**config.mk**
```make
export PLATFORM = sky130hd
export DESIGN_NAME = on_off_switch_controller
export DESIGN_NICKNAME = d
export VERILOG_FILES = /design/src/shared/switch_ctrl_pkg.sv /design/src/core/jitter_oscillator.sv /design/src/core/on_off_switch_controller.sv
export SDC_FILE = /design/constraint.sdc
export NUM_CORES = 1
export LEC_CHECK = 0
export ABC_AREA = 1
export BUFFER_PORTS_ARGS = -buffer_cell sky130_fd_sc_hd__buf_2
export CORE_MARGIN = 3
export CORE_UTILIZATION = 40
export DETAILED_ROUTE_END_ITERATION = 10
export GPL_TIMING_DRIVEN = 0
export SYNTH_ARGS = -nofsm -noshare
export SYNTH_HDL_FRONTEND = slang
export SYNTH_SLANG_ARGS = --single-unit
```
**constraint.sdc**
```tcl
create_clock -name i_clk_sys -period 70.3 [get_ports i_clk_sys]
set_clock_uncertainty 0.05 [all_clocks]
set_input_delay 3.515 -clock i_clk_sys [delete_from_list [all_inputs] [get_ports i_clk_sys]]
set_output_delay 3.515 -clock i_clk_sys [all_outputs]
set_load 0.01 [all_outputs]
```
**src/shared/switch_ctrl_pkg.sv**
```systemverilog
// Constants for the on/off switch controller
package switch_ctrl_pkg;

    // ------------------------------------------------------------
    // Timing
    // ------------------------------------------------------------
    localparam int CLK_HZ = 100_000_000;
    localparam int OSC_AVG_HZ = 66_000;
    localparam int OSC_JITTER_PP_HZ = 4_000;
    localparam int JITTER_RATE_HZ = 1_000;
    // Nominal and extreme cycle lengths in system clocks
    localparam int OSC_PERIOD_CYC = CLK_HZ / OSC_AVG_HZ;
    localparam int OSC_PERIOD_MIN_CYC =
        CLK_HZ / (OSC_AVG_HZ + OSC_JITTER_PP_HZ / 2);
    localparam int OSC_PERIOD_MAX_CYC =
        CLK_HZ / (OSC_AVG_HZ - OSC_JITTER_PP_HZ / 2);
    localparam int JITTER_SPAN_CYC = OSC_PERIOD_MAX_CYC - OSC_PERIOD_MIN_CYC;
    // Oscillator cycles per jitter sweep (one triangle, up then down)
    localparam int JITTER_SWEEP_CYCLES = OSC_AVG_HZ / JITTER_RATE_HZ;
    // Maximum duty window as a percentage of the cycle
    localparam int MAX_DUTY_PCT = 65;
    localparam int BLANK_TIME_NS = 220;
    localparam int CLK_PERIOD_NS = 10;
    localparam int BLANK_CYC =
        (BLANK_TIME_NS + CLK_PERIOD_NS - 1) / CLK_PERIOD_NS;
    localparam int RESTART_ON_MS = 50;
    localparam int RESTART_OFF_MS = 800;
    // Restart timer counts oscillator cycles (66 per millisecond)
    localparam int RESTART_ON_OSC = RESTART_ON_MS * (OSC_AVG_HZ / 1000);
    localparam int RESTART_OFF_OSC = RESTART_OFF_MS * (OSC_AVG_HZ / 1000);

    // ------------------------------------------------------------
    // Reset values
    // ------------------------------------------------------------
    localparam logic UV_LOCK_RESET = 1'b1;
    localparam logic THERMAL_LOCK_RESET = 1'b0;

    typedef enum logic [1:0] {
        RESTART_RUN,
        RESTART_HOLD
    } restart_state_type;

endpackage

```
**src/core/jitter_oscillator.sv**
```systemverilog
// Jittered switching-cycle oscillator with duty window
`timescale 1ns/1ns
`default_nettype none
module jitter_oscillator
    import switch_ctrl_pkg::*;
#(
    parameter int PERIOD_MIN = OSC_PERIOD_MIN_CYC,
    parameter int SPAN = JITTER_SPAN_CYC,
    parameter int SWEEP = JITTER_SWEEP_CYCLES
) (
    // Clock and reset
    input wire logic i_clk_sys,
    input wire logic i_reset,
    // Cycle outputs
    output logic o_cycle_start,
    output logic o_max_duty_window
);
    // Period, window and sweep counters are only 16 bits wide
    if (PERIOD_MIN < 4 || SPAN < 0 || SWEEP < 2 || SWEEP > 65535 ||
        PERIOD_MIN + SPAN > 65535) begin : g_bad_params
        $error("jitter_oscillator: unusable parameters");
    end

    localparam int HALF = SWEEP / 2;

    logic [15:0] count_reg;
    logic [15:0] period_reg;
    logic [15:0] window_reg;
    logic [15:0] sweep_reg;
    logic [15:0] offset;

    // ------------------------------------------------------------
    // Triangle sweep of the period offset
    // ------------------------------------------------------------
    always_comb begin
        if (sweep_reg < 16'(HALF)) begin
            offset = 16'((int'(sweep_reg) * SPAN) / HALF);
        end else begin
            offset = 16'(((SWEEP - int'(sweep_reg)) * SPAN) / HALF);
        end
    end

    always_ff @(posedge i_clk_sys) begin
        if (i_reset) begin
            count_reg <= 16'h0000;
            period_reg <= 16'(PERIOD_MIN);
            window_reg <= 16'(PERIOD_MIN * MAX_DUTY_PCT / 100);
            sweep_reg <= 16'h0000;
            o_cycle_start <= 1'b0;
        end else if (count_reg >= period_reg - 16'h0001) begin
            // New cycle: load period for the next sweep step
            count_reg <= 16'h0000;
            period_reg <= 16'(PERIOD_MIN) + offset;
            window_reg <= 16'((int'(16'(PERIOD_MIN) + offset)
                               * MAX_DUTY_PCT) / 100);
            sweep_reg <= (sweep_reg >= 16'(SWEEP - 1)) ? 16'h0000
                                                       : sweep_reg + 16'h0001;
            o_cycle_start <= 1'b1;
        end else begin
            count_reg <= count_reg + 16'h0001;
            o_cycle_start <= 1'b0;
        end
    end

    always_ff @(posedge i_clk_sys) begin
        if (i_reset) begin
            o_max_duty_window <= 1'b0;
        end else begin
            // Window opens with the cycle and closes at the duty limit
            o_max_duty_window <= (count_reg >= period_reg - 16'h0001) ||
                                 (count_reg + 16'h0001 < window_reg);
        end
    end
endmodule // jitter_oscillator
`default_nettype wire

```
**src/core/on_off_switch_controller.sv**
```systemverilog
// On/off power switch controller top level
`timescale 1ns/1ns
`default_nettype none
module on_off_switch_controller
    import switch_ctrl_pkg::*;
#(
    parameter int RESTART_ON = RESTART_ON_OSC,
    parameter int RESTART_OFF = RESTART_OFF_OSC,
    parameter int BLANK = BLANK_CYC,
    parameter bit AUTO_RESTART = 1'b1
) (
    // Clock and reset
    input wire logic i_clk_sys,
    input wire logic i_reset,
    // Analog comparator flags (asynchronous)
    input wire logic i_feedback_enable,
    input wire logic i_regulation_sense_high,
    input wire logic i_over_current,
    input wire logic i_supply_under,
    input wire logic i_supply_regulated,
    input wire logic i_temp_over,
    input wire logic i_temp_cooled,
    // Switch and regulator control
    output logic o_switch_gate,
    output logic o_supply_charge_en,
    output logic o_switching_allowed
);
    // ------------------------------------------------------------
    // Parameter check
    // ------------------------------------------------------------
    // Restart counter is 16 bits and the blanking counter 8 bits
    if (RESTART_ON < 1 || RESTART_OFF < 1 || BLANK < 1 ||
        RESTART_ON > 65535 || RESTART_OFF > 65535 ||
        BLANK > 255) begin : g_bad_params
        $error("on_off_switch_controller: unusable parameters");
    end

    // ------------------------------------------------------------
    // Input synchronisers
    // ------------------------------------------------------------
    localparam int NSYNC = 7;
    logic [NSYNC-1:0] sync1_reg;
    logic [NSYNC-1:0] sync2_reg;
    logic fb_en;
    logic sense_high;
    logic over_current;
    logic supply_under;
    logic supply_ok;
    logic temp_over;
    logic temp_cooled;
    // Flags come from unclocked comparators, so two flops each

    always_ff @(posedge i_clk_sys) begin
        if (i_reset) begin
            sync1_reg <= '0;
            sync2_reg <= '0;
        end else begin
            sync1_reg <= {i_feedback_enable, i_regulation_sense_high,
                          i_over_current, i_supply_under,
                          i_supply_regulated, i_temp_over, i_temp_cooled};
            sync2_reg <= sync1_reg;
        end
    end

    // Feedback enable high means sense current is under threshold
    assign {fb_en, sense_high, over_current, supply_under,
            supply_ok, temp_over, temp_cooled} = sync2_reg;

    // ------------------------------------------------------------
    // Oscillator
    // ------------------------------------------------------------
    logic cycle_start;
    logic duty_window;

    jitter_oscillator u_osc (
        .i_clk_sys(i_clk_sys),
        .i_reset(i_reset),
        .o_cycle_start(cycle_start),
        .o_max_duty_window(duty_window)
    );

    // ------------------------------------------------------------
    // Protection latches
    // ------------------------------------------------------------
    logic uv_lock_reg;
    logic thermal_lock_reg;
    // Both latches hold until the matching release flag is seen

    // Starts locked so the switch waits for a regulated supply
    always_ff @(posedge i_clk_sys) begin
        if (i_reset) begin
            uv_lock_reg <= UV_LOCK_RESET;
        end else if (supply_under) begin
            uv_lock_reg <= 1'b1;
        end else if (supply_ok) begin
            uv_lock_reg <= 1'b0;
        end
    end

    // Trip wins over release if both flags glitch together
    always_ff @(posedge i_clk_sys) begin
        if (i_reset) begin
            thermal_lock_reg <= THERMAL_LOCK_RESET;
        end else if (temp_over) begin
            thermal_lock_reg <= 1'b1;
        end else if (temp_cooled) begin
            thermal_lock_reg <= 1'b0;
        end
    end

    // ------------------------------------------------------------
    // Auto-restart timer, counted in oscillator cycles
    // ------------------------------------------------------------
    restart_state_type restart_state_reg;
    logic [15:0] restart_count_reg;
    logic restart_block;
    // A sense input stuck low means an open loop or a short

    always_ff @(posedge i_clk_sys) begin
        if (i_reset || !AUTO_RESTART) begin
            restart_state_reg <= RESTART_RUN;
            restart_count_reg <= 16'h0000;
        end else begin
            case (restart_state_reg)
                RESTART_RUN: begin
                    if (sense_high) begin
                        restart_count_reg <= 16'h0000;
                    end else if (cycle_start) begin
                        if (restart_count_reg >= 16'(RESTART_ON - 1)) begin
                            restart_state_reg <= RESTART_HOLD;
                            restart_count_reg <= 16'h0000;
                        end else begin
                            restart_count_reg <= restart_count_reg + 16'h0001;
                        end
                    end
                end
                RESTART_HOLD: begin
                    // Hold time runs regardless of feedback
                    if (cycle_start) begin
                        if (restart_count_reg >= 16'(RESTART_OFF - 1)) begin
                            restart_state_reg <= RESTART_RUN;
                            restart_count_reg <= 16'h0000;
                        end else begin
                            restart_count_reg <= restart_count_reg + 16'h0001;
                        end
                    end
                end
                default: begin
                    restart_state_reg <= RESTART_RUN;
                    restart_count_reg <= 16'h0000;
                end
            endcase
        end
    end

    assign restart_block = (restart_state_reg == RESTART_HOLD);

    // ------------------------------------------------------------
    // Enable summary
    // ------------------------------------------------------------
    logic allowed;
    assign allowed = !uv_lock_reg && !thermal_lock_reg && !restart_block;
    // Registered copy for the outside; the gate reacts to the live summary

    always_ff @(posedge i_clk_sys) begin
        if (i_reset) begin
            o_switching_allowed <= 1'b0;
        end else begin
            o_switching_allowed <= allowed;
        end
    end

    // ------------------------------------------------------------
    // Cycle gate control
    // ------------------------------------------------------------
    logic [7:0] blank_reg;
    logic gate_next;
    // Gate is a flop so the switch never sees a decode glitch

    // Feedback is looked at only on cycle_start, so later edges are ignored
    always_comb begin
        gate_next = o_switch_gate;
        if (cycle_start) begin
            gate_next = fb_en && allowed;
        end else if (!allowed) begin
            gate_next = 1'b0;
        end else if (!duty_window) begin
            gate_next = 1'b0;
        end else if (over_current && blank_reg == 8'h00) begin
            gate_next = 1'b0;
        end
    end

    always_ff @(posedge i_clk_sys) begin
        if (i_reset) begin
            o_switch_gate <= 1'b0;
        end else begin
            o_switch_gate <= gate_next;
        end
    end

    // Blanking restarts at each turn-on; synchroniser delay adds margin
    always_ff @(posedge i_clk_sys) begin
        if (i_reset) begin
            blank_reg <= 8'h00;
        end else if (gate_next && !o_switch_gate) begin
            blank_reg <= 8'(BLANK);
        end else if (blank_reg != 8'h00) begin
            blank_reg <= blank_reg - 8'h01;
        end
    end

    // Regulator recharges the supply node only while the switch is off
    always_ff @(posedge i_clk_sys) begin
        if (i_reset) begin
            o_supply_charge_en <= 1'b1;
        end else begin
            o_supply_charge_en <= !gate_next;
        end
    end
endmodule // on_off_switch_controller
`default_nettype wire

```
# Yosys cells after proc, flatten, opt, wreduce, memory -nomap -nowiden
# Index checks and enable logic that the tools add are counted.
# word_totals
memories	0
out_inout_bits	3
ram_bits	0
elab_cells	88
romBits	0
latch_bits	0
register_bits	111
# op_classes
n_eq_ne	7
n_reduce_logical	21
n_mul	3
bitwise	0
addsub	8
order_cmp	6
n_shift	0
n_div	3
n_mux	23
# op_table
cell	n
$mux 16	7
$div 32x7->32 const B	2
$add 16x1->16 const B	3
$div 32x8->32 const B	1
$mul 32x6->30 const B	1
$mul 32x8->32 const B	1
$pmux 16 s2	1
$mul 16x5->21 const B	1
$add 11x16->17 const A	1
$sub 7x16->17 const A	1
$add 11x16->16 const A	1
$ge 16x12->1 const B	1
$ge 16x16->1	1
$ge 16x16->1 const B	1
$ge 16x7->1 const B	1
$lt 16x16->1	1
$lt 16x6->1 const B	1
$sub 16x1->16 const B	1
$mux 2	5
$mux 5	2
$logic_not 8->1	1
$reduce_bool 8->1	1
$sub 8x1->8 const B	1
$mux 1	7
13 further kinds	27

# Depth between registers and ports, before layout
# Gate-level depths: netlist (run 1).
# depth
ltp_word	8
ltp_mapped	317
depth_no_buf	310

# Modules after synthesis
# A second synthesis (run 1) with hierarchy kept.
# hier_totals
hier_cells	4478
hier_area_um2	28788.9
# modules_own_cells
mod	area_per_inst_um2	instances	cells_each
jitter_oscillator	26580.5	1	4173
on_off_switch_controller	2208.4	1	305

# Least setup slack after synthesis (run 1)
# Ideal clock, no wire load.
# synth_path
kind	flip-flop to flip-flop
startpoint	register u_osc.sweep_reg[0]
endpoint	register u_osc.window_reg[0]
path_buffers	15
synth_period_minus_slack_ns	32.405
path_slack_ns	37.895
arrival_time_ns	32.233
stages_incl_launch_ff	272
required_ns	70.128
setup_time_ns	0.122
cell_sequence	dfxtp_1 -> ha_1 -> nor3_1 -> nand2_4 -> nand2_1 -> nand2_1 -> nor3_1 -> nand2_1 -> nor2_1 -> xor2_1 -> inv_1 -> fa_1 -> ha_1 -> inv_1 -> fa_1 -> inv_1 -> ha_1 -> nand2_1 -> [... 236 more ...] -> nand2_2 -> a21oi_4 -> nand2_4 -> buf_12 -> nand2_8 -> nand3_4 -> o21ai_4 -> nand3_2 -> nand3_1 -> nand2_1 -> nor2_1 -> nand3_1 -> nand3_1 -> nand2_1 -> nor2_1 -> nand2_1 -> nand2_1 -> nand3_1
# synth_via
elab_chain_cells	7
word_cells_on_any_way	10
classes_between	2 x add/sub; 3 x mul; 3 x div; 1 x order compare; 1 x mux
# synth_rtl
item	line	source
from (decl)	jitter_oscillator.sv:29	logic [15:0] sweep_reg;
from (signal assigned)	jitter_oscillator.sv:56	sweep_reg <= (sweep_reg >= 16'(SWEEP - 1)) ? 16'h0000
$sub 7x16->17	jitter_oscillator.sv:39	offset = 16'(((SWEEP - int'(sweep_reg)) * SPAN) / HALF);
$mul 32x6->30	jitter_oscillator.sv:39	
$div 32x7->32	jitter_oscillator.sv:39	
$mux 16 (*)	jitter_oscillator.sv:36	if (sweep_reg < 16'(HALF)) begin
$add 11x16->17 (*)	jitter_oscillator.sv:54	window_reg <= 16'((int'(16'(PERIOD_MIN) + offset)
$mul 32x8->32 (*)	jitter_oscillator.sv:55	* MAX_DUTY_PCT) / 100);
$div 32x8->32 (*)	jitter_oscillator.sv:55	
to (signal assigned)	jitter_oscillator.sv:47	window_reg <= 16'(PERIOD_MIN * MAX_DUTY_PCT / 100);
to (signal assigned)	jitter_oscillator.sv:54	
to (decl)	jitter_oscillator.sv:28	logic [15:0] window_reg;
# Mark *: on every way between the ends. The rest lies on a longest branch, timed or not.
# A chain may end at the register's enable or synchronous reset.

# Worst setup path after layout (run 1)
# Same ends and word-level chain as after synthesis.

==> results.md, run 1 <==
* Clock buffer depth at 2
* CTS Root Cell: clkbuf_16
* I/O Pins at 12
* Mapped Cells at 4,437
* Syn Area/Cell at around 6.5 sq um
* Worst Path Required at 70.50 ns
* Total power at 0.1337 mW
* Sequential area share after synthesis at 7.661%
* FFs w/ async S/R, synth at 0%
* Routed via count at 26,470
* Routed len/inst at 12.81 microns
* Crit path time final at slightly below 40 ns
* Synth area leaders: nand2_1, inv_1, dfxtp_1
* Core box area at just over 0.07 sq mm
* Nature of the critical path endpoint: flip-flop
* CP dominant cell by count: nand2_1
* Synth cell types at 83
* Row cnt at 97
* Post-CTS Hold Fix Bufs at 0
* # DRC at 0
* Metal3 WL at 1363 microns
* Power density cells at 4.415 mW/mm^2
* Final HPWL DP at 58,890 microns
* Crit Path Category: reg -> reg
* Syn nets at around 4,700
* DRT Pass-1 Iters at 5
* Clock net sink count at 110
* Sw frac at 26.68%
* Vias per Instance at 4.899
* Worst-path clk slew at 0.07 ns
* DIE HEIGHT at 274.1 microns
* GR Util All Layers at between 10% and 20%
* CP max-delay cell: xor2_2
* Hold Fails Final Rpt at 0
* Highest-count cells in the layout ignoring fill and taps: nand2_1, inv_1, nand3_1
* Hold crit path type: reg -> reg
* Worst vdd ir at 0.009990 mV
* F_max at 0.02595 GHz
* Clock share of power at 40.4%
* Worst skew pair latency at 0.38 ns
* CTS tree: built
* RSZ-0062 raised after global routing: no
* Largest net degree at the start of global routing at 19
* RePlAce Congestion at 0.8885
* Overflow after GRT at 0
* Startpoint types: flip-flop
* MaxCap Viol Count at 0
* Final Net Count at between 4,000 and 5,000
* Max stage delay on crit path at 0.61 ns
* DRT met1 WL at 33,530 microns
* Yosys top cell area share at about 13%
* Post-CTS Setup Inserts at 0
* Antenna diodes at 0
* Antenna-violating nets left at 0
* PostCTS Resize Cnt at 0
* Combinational power share at 9.7%
* Tcrit/Tclk final at 54.81%
* Layout cell share with drive strength beyond 1 at 24.31%
* Initial antenna violation count at 0
* Slew @ Worst Pin at 1.379 ns
* Die Wd at 274.1 microns
* Setup TNS at 0 ns
* Final Setup Violations at 0
* Synthesis warning total at 0
* Routed wl met2 at between 30,000 and 40,000 microns
* H-Tree Depth at 3
* Drt first-iter violations at 1,213
* Starting Density at about two fifths
* Layout overhead on the synthesized area at 5.310%
* Synth area leader: nand2_1
* Yosys reg bits at 110
* Largest fanout on the critical path at 10
* Leakage at 15.73 nW
* Slew HR at ~7.4%
* Prevailing post-synth register cell: dfxtp_1
* Most common cell after layout, fill and taps aside: nand2_1
* Die ar. at around 0.075 sq mm
* Int Power at 0.09798 mW
* Post-Route WL at 69,200 microns
* Via count of the first global-routing pass at 24,270
* Status: completed
* Num CTS Buffers at 9
* Cell Area, Synth at 0.02875 sq mm
* Top Layer Used: met4
* Sequential Power Share at roughly half
* Sw power at 0.03566 mW
* Max-slew violation total from the final report at 0
* Port Buffers at 11
* Arr. time, crit path at 38.73 ns
* Global-route wire length before repair at 117,500 microns
* Post-synth EDFFs at 0
==> cell families (layout without fill, tap and decap cells) <==
group	after synthesis	count (layout)	synth area share (%)
compound gates	333	333	7.800
buf+inv	834	860	13.09
xor+xnor	200	200	6.525
fa+ha+maj	214	214	10.62
flops	110	110	7.661
simple gates	2746	2746	54.30
==> worst max-delay path, delay by kind of cell, from the launching register on <==
| kind | cells | cell delay [ns] |
|---|---|---|
| AOI/OAI and AO/OA | 19 | 4.48 |
| xor gates and xnor gates | 5 | 1.68 |
| adders and majority gates | 11 | 3.61 |
| buffers and inverters | 36 | 4.79 |
| DFF | 1 | 0.40 |
| and+or+nand+nor | 195 | 23.29 |
==> final timing paths <==
path | from | to | slack, ns | depth (start not counted)
hold / removal | sync1_reg[6] | sync2_reg[6] | 0.36 | 2
hold reg to reg | sync1_reg[6] | sync2_reg[6] | 0.36 | 2
setup reg to reg | u_osc.sweep_reg[0] | u_osc.window_reg[0] | 31.77 | 266
setup / recovery | u_osc.sweep_reg[0] | u_osc.window_reg[0] | 31.77 | 266
==> area by class of cell <==
class	instances	area, sq um
Buffer	52	600.6
Clock buffer	10	229.0
Clock inverter	5	66.31
Fill cell	7621	40360
Inverter	782	3163
Multi-Input combinational cell	3493	22780
Sequential cell	110	2202
Tap cell	940	1176
Timing Repair Buffer	11	55.05
==> layer usage <==
layer	global-route usage [%]	vias up
met5	0	-
met4	2.738	0
met2	33.19	236
met3	0.9888	34
li1	-	14180
met1	24.28	12020
==> power by group through the flow <==
stage	Clock, mW	Sequential, mW	Combinational, mW
2_1_floorplan	0	0.0677	0.0104
3_3_place_gp	0	0.0681	0.0129
3_5_place_dp	0	0.0681	0.0130
4_1_cts	0.0559	0.0667	0.0131
5_1_grt	0.0580	0.0670	0.0150
6_report	0.0540	0.0667	0.0130
==> cell usage after synthesis (7+ instances only) <==
| library cell | number |
|---|---|
| xor2_2 | 8 |
| nor2_2 | 76 |
| o21ai_0 | 58 |
| a31oi_1 | 9 |
| clkbuf_8 | 10 |
| fa_1 | 50 |
| buf_8 | 10 |
| a21o_1 | 8 |
| inv_1 | 626 |
| a21oi_4 | 11 |
| nand4_2 | 17 |
| ha_1 | 164 |
| a21oi_1 | 110 |
| buf_6 | 9 |
| nand2_2 | 313 |
| a21oi_2 | 15 |
| o22ai_1 | 26 |
| inv_4 | 14 |
| clkinv_2 | 11 |
| dfxtp_1 | 110 |
| xor2_1 | 153 |
| o21ai_1 | 21 |
| clkbuf_1 | 12 |
| nand3_4 | 27 |
| nand3b_1 | 28 |
| nand3_2 | 123 |
| bufinv_8 | 8 |
| nand2_1 | 980 |
| buf_12 | 7 |
| o21ai_2 | 19 |
| nor2_4 | 50 |
| nor3_1 | 49 |
| o211ai_1 | 9 |
| nand3_1 | 390 |
| clkinv_1 | 18 |
| xnor2_1 | 35 |
| nand4_1 | 131 |
| nor4_1 | 8 |
| nand2_4 | 182 |
| inv_2 | 98 |
| nor2_1 | 331 |
==> per-stage QoR <==
stage | setup WS [ns] | area, sq um | hold slack, ns | cells | util, %
after floorplan | 37.90 | 28750 | 0.3383 | 4437 | -
after global placement | 31.76 | 29980 | 0.3454 | 5388 | 42.44
after detailed placement | 31.73 | 29980 | 0.3474 | 5388 | 42.44
after CTS | 31.61 | 30270 | 0.3578 | 5403 | 42.86
after global routing | 27.68 | 30270 | 0.3773 | 5403 | 42.86
final | 31.77 | 30270 | 0.3559 | 5403 | 42.86
(Power assumes the default switching activity.)
==> inputs of run 2 (changes only) <==
ABC_AREA = 0   (was 1)
clock period = 32.1 ns   (was 70.3 ns; I/O delays follow)
==> run 2 against run 1 <==
The run now ends with negative setup slack left. First-iteration DRC count grew 92%. Sequential cell count stayed put. Cell count decreased by 3.2%. Worst setup slack lost 38 ns. Register-to-register slack got worse by 38 ns. Count of clock-buffer cells in the layout is 1 lower. Hold slack gained 0.014 ns. Global-route usage up 6.7 points. Design area up 27%. Via count is 20% higher. Die area shrank 1.7%. Critical endpoint unchanged.
==> results.md, run 2 <==
* Yosys reg bits at 110
* Synth area leader: dfxtp_1
* Most frequent cell after synthesis: nand2_1
* Clock net sink count at 110
* Tcrit/Tclk final at 118.1%
* Layout cell share with drive strength beyond 1 at 34.62%
* Worst-path clk slew at 0.08 ns
* Syn Area/Cell at 7.409 sq um
* Setup TNS at -25.93 ns
* # DRC at 0
* Metal3 WL at approximately 4700 microns
* Die Wd at 271.8 microns
* Slew @ Worst Pin at around 1.4 ns
* DIE HEIGHT at around 270 microns
* Top Layer Used: met4
* RSZ-0062 raised after global routing: yes
* Hold crit path type: reg -> reg
* Nature of the critical path endpoint: flip-flop
* Synth area leaders: dfxtp_1, ha_1, xnor2_1
* Layout overhead on the synthesized area at 36.45%
* Antenna-violating nets left at 0
* MaxCap Viol Count at 0
* Overflow after GRT at 0
* Failing checks: negative setup slack
* Post-Route WL at 99,450 microns
* CP delay by family, top: compound AO/OA/AOI/OAI gates
* Post-CTS Hold Fix Bufs at 0
* Arr. time, crit path at 38.14 ns
* Worst skew pair latency at about 0.36 ns
* Max-slew violation total from the final report at 0
* DRT met1 WL at 43,910 microns
* F_max at 0.02638 GHz
* Routed wl met2 at 48,030 microns
* Yosys top cell area share at 7.793%
* Status: finished, violations left
* Buffers & Inverters on Critical Path at 28
* Crit Path Category: reg -> reg
* Most common cell after layout, fill and taps aside: buf_4
* Largest fanout on the critical path at 8
* Syn nets at 4,037
* CTS tree: built
* CTS Root Cell: clkbuf_16
* Stages on the worst setup path at 167
* Vias per Instance at just over 6
* Port Buffers at 10
* Synthesis warning total at 0
* Setup WS post-layout at -5.804 ns
* Startpoint types: flip-flop
* Row cnt at between 90 and 100
* H-Tree Depth at 3
* WHS at between 0.3 and 0.4 ns
* Filler cells at about 6,300
* Routed via count at 31,640
* Crit path time final at 37.90 ns
* Max stage delay on crit path at 0.62 ns
* Core box area at 0.06931 sq mm
* GR Util All Layers at 25.01%
* Final HPWL DP at about 72,000 microns
* Mapped Cells at 3,814
* Worst r2r path cells at ~170
* Clock buffer depth at 2
* Hold Fails Final Rpt at 0
* Antenna diodes at 0
* Via count of the first global-routing pass at 30,000
* Final Net Count at between 4,000 and 5,000
* Final Setup Violations at 8
* I/O Pins at 12
* Synth top cells by count: nand2_1, nor2_1, a21oi_1
* CP dominant cell by count: buf_4
* Prevailing post-synth register cell: dfxtp_1
* Drt first-iter violations at 2,324
* Num CTS Buffers at 9
* Die ar. at 0.07387 sq mm
* Worst Path Required at 32.33 ns
* DRT Pass-1 Iters at 7
* Starting Density at 40.77%
* CP max-delay cell: or4_4
* RePlAce Congestion at 0.8632
* Highest-count cells in the layout ignoring fill and taps: buf_4, nand2_1, nor2_1
* Cell Area, Synth at 0.02826 sq mm
* Largest net degree at the start of global routing at 23
* Sequential area share after synthesis at 7.793%
* Post-synth EDFFs at 0
* Hold Path Depth at 1
* Routed len/inst at about 19 microns
* Initial antenna violation count at 0
* FFs w/ async S/R, synth at 0%
* Global-route wire length before repair at 156,900 microns
* Synth cell types at 185
* Slew HR at 7.253%
## run 2: changes by cell type after synthesis, moves of 182 or more
cell / delta
inv_1: -395
xnor2_1: +189
nand2_4: -182
nand2_2: -303
nand2_1: -646
nand3_1: -254
## run 2: final timing paths
path / startpoint / to / slack [ns]
setup / recovery: u_osc.sweep_reg[2] / u_osc.window_reg[0] / -5.80
hold / removal: sync2_reg[2] / uv_lock_reg / 0.37
setup reg to reg: u_osc.sweep_reg[2] / u_osc.window_reg[0] / -5.80
hold reg to reg: sync2_reg[2] / uv_lock_reg / 0.37
## run 2: cell families (layout without fill, tap and decap cells)
group / after synthesis / count (layout) / share of synthesized area, %
AO/OA/AOI/OAI: 1211 / 1213 / 32.98
XOR/XNOR: 346 / 346 / 11.54
adder cells (fa/ha/maj): 221 / 221 / 11.05
buffers and inverters: 373 / 855 / 6.226
flip-flops: 110 / 110 / 7.793
multiplexers: 76 / 76 / 2.922
AND/OR/NAND/NOR: 1477 / 1477 / 27.48
## run 2: worst reg2reg max path: cells and delay by family (launching register included)
family	cells	cell delay (ns)
AOI/OAI and AO/OA	71	16.19
xor gates and xnor gates	6	1.20
adders and majority gates	11	3.15
buffers and inverters	28	3.63
DFF	1	0.35
muxes	7	2.10
and+or+nand+nor	44	11.20
## run 2: area by class of cell
type | instances | area [sq um] | share of cell area (%)
well taps | 931 | 1165 | 3.021
multi-input cells | 3333 | 29200 | 75.72
clock buffers | 9 | 225.2 | 0.5841
clock inverters | 7 | 91.34 | 0.2369
flip-flops and latches | 110 | 2218 | 5.753
inverters | 244 | 938.4 | 2.434
repair buffers | 480 | 3869 | 10.03
plain buffers | 115 | 853.3 | 2.213
## run 2: stage by stage
| step | utilization (%) | instance area, sq um | instances | worst slack, ns |
|---|---|---|---|---|
| 5_1_grt | 55.63 | 38560 | 5229 | -7.081 |
| 2_1_floorplan | - | 29460 | 3814 | -4.167 |
| 4_1_cts | 52.26 | 36220 | 5107 | -5.121 |
| 3_3_place_gp | 44.26 | 30680 | 4755 | -11.24 |
| 3_5_place_dp | 44.26 | 30680 | 4755 | -10.98 |
| 6_report | 55.63 | 38560 | 5229 | -5.804 |
## run 2: repair_timing
item	in CTS	in global routing
cloned	6	1
pin swaps	313	252
gates resized for setup	473	274
buffers inserted	338	128
setup endpoints to repair	12	10
## run 2: per-layer routing
layer	up-vias	global-route usage, %
met5	-	0
met4	0	6.750
met3	198	1.953
met2	1005	43.83
met1	15240	32.94
li1	15200	-
Power of run 2 is not shown: default switching activity piles up to over one toggle a cycle in this logic, so the estimate is an artifact.
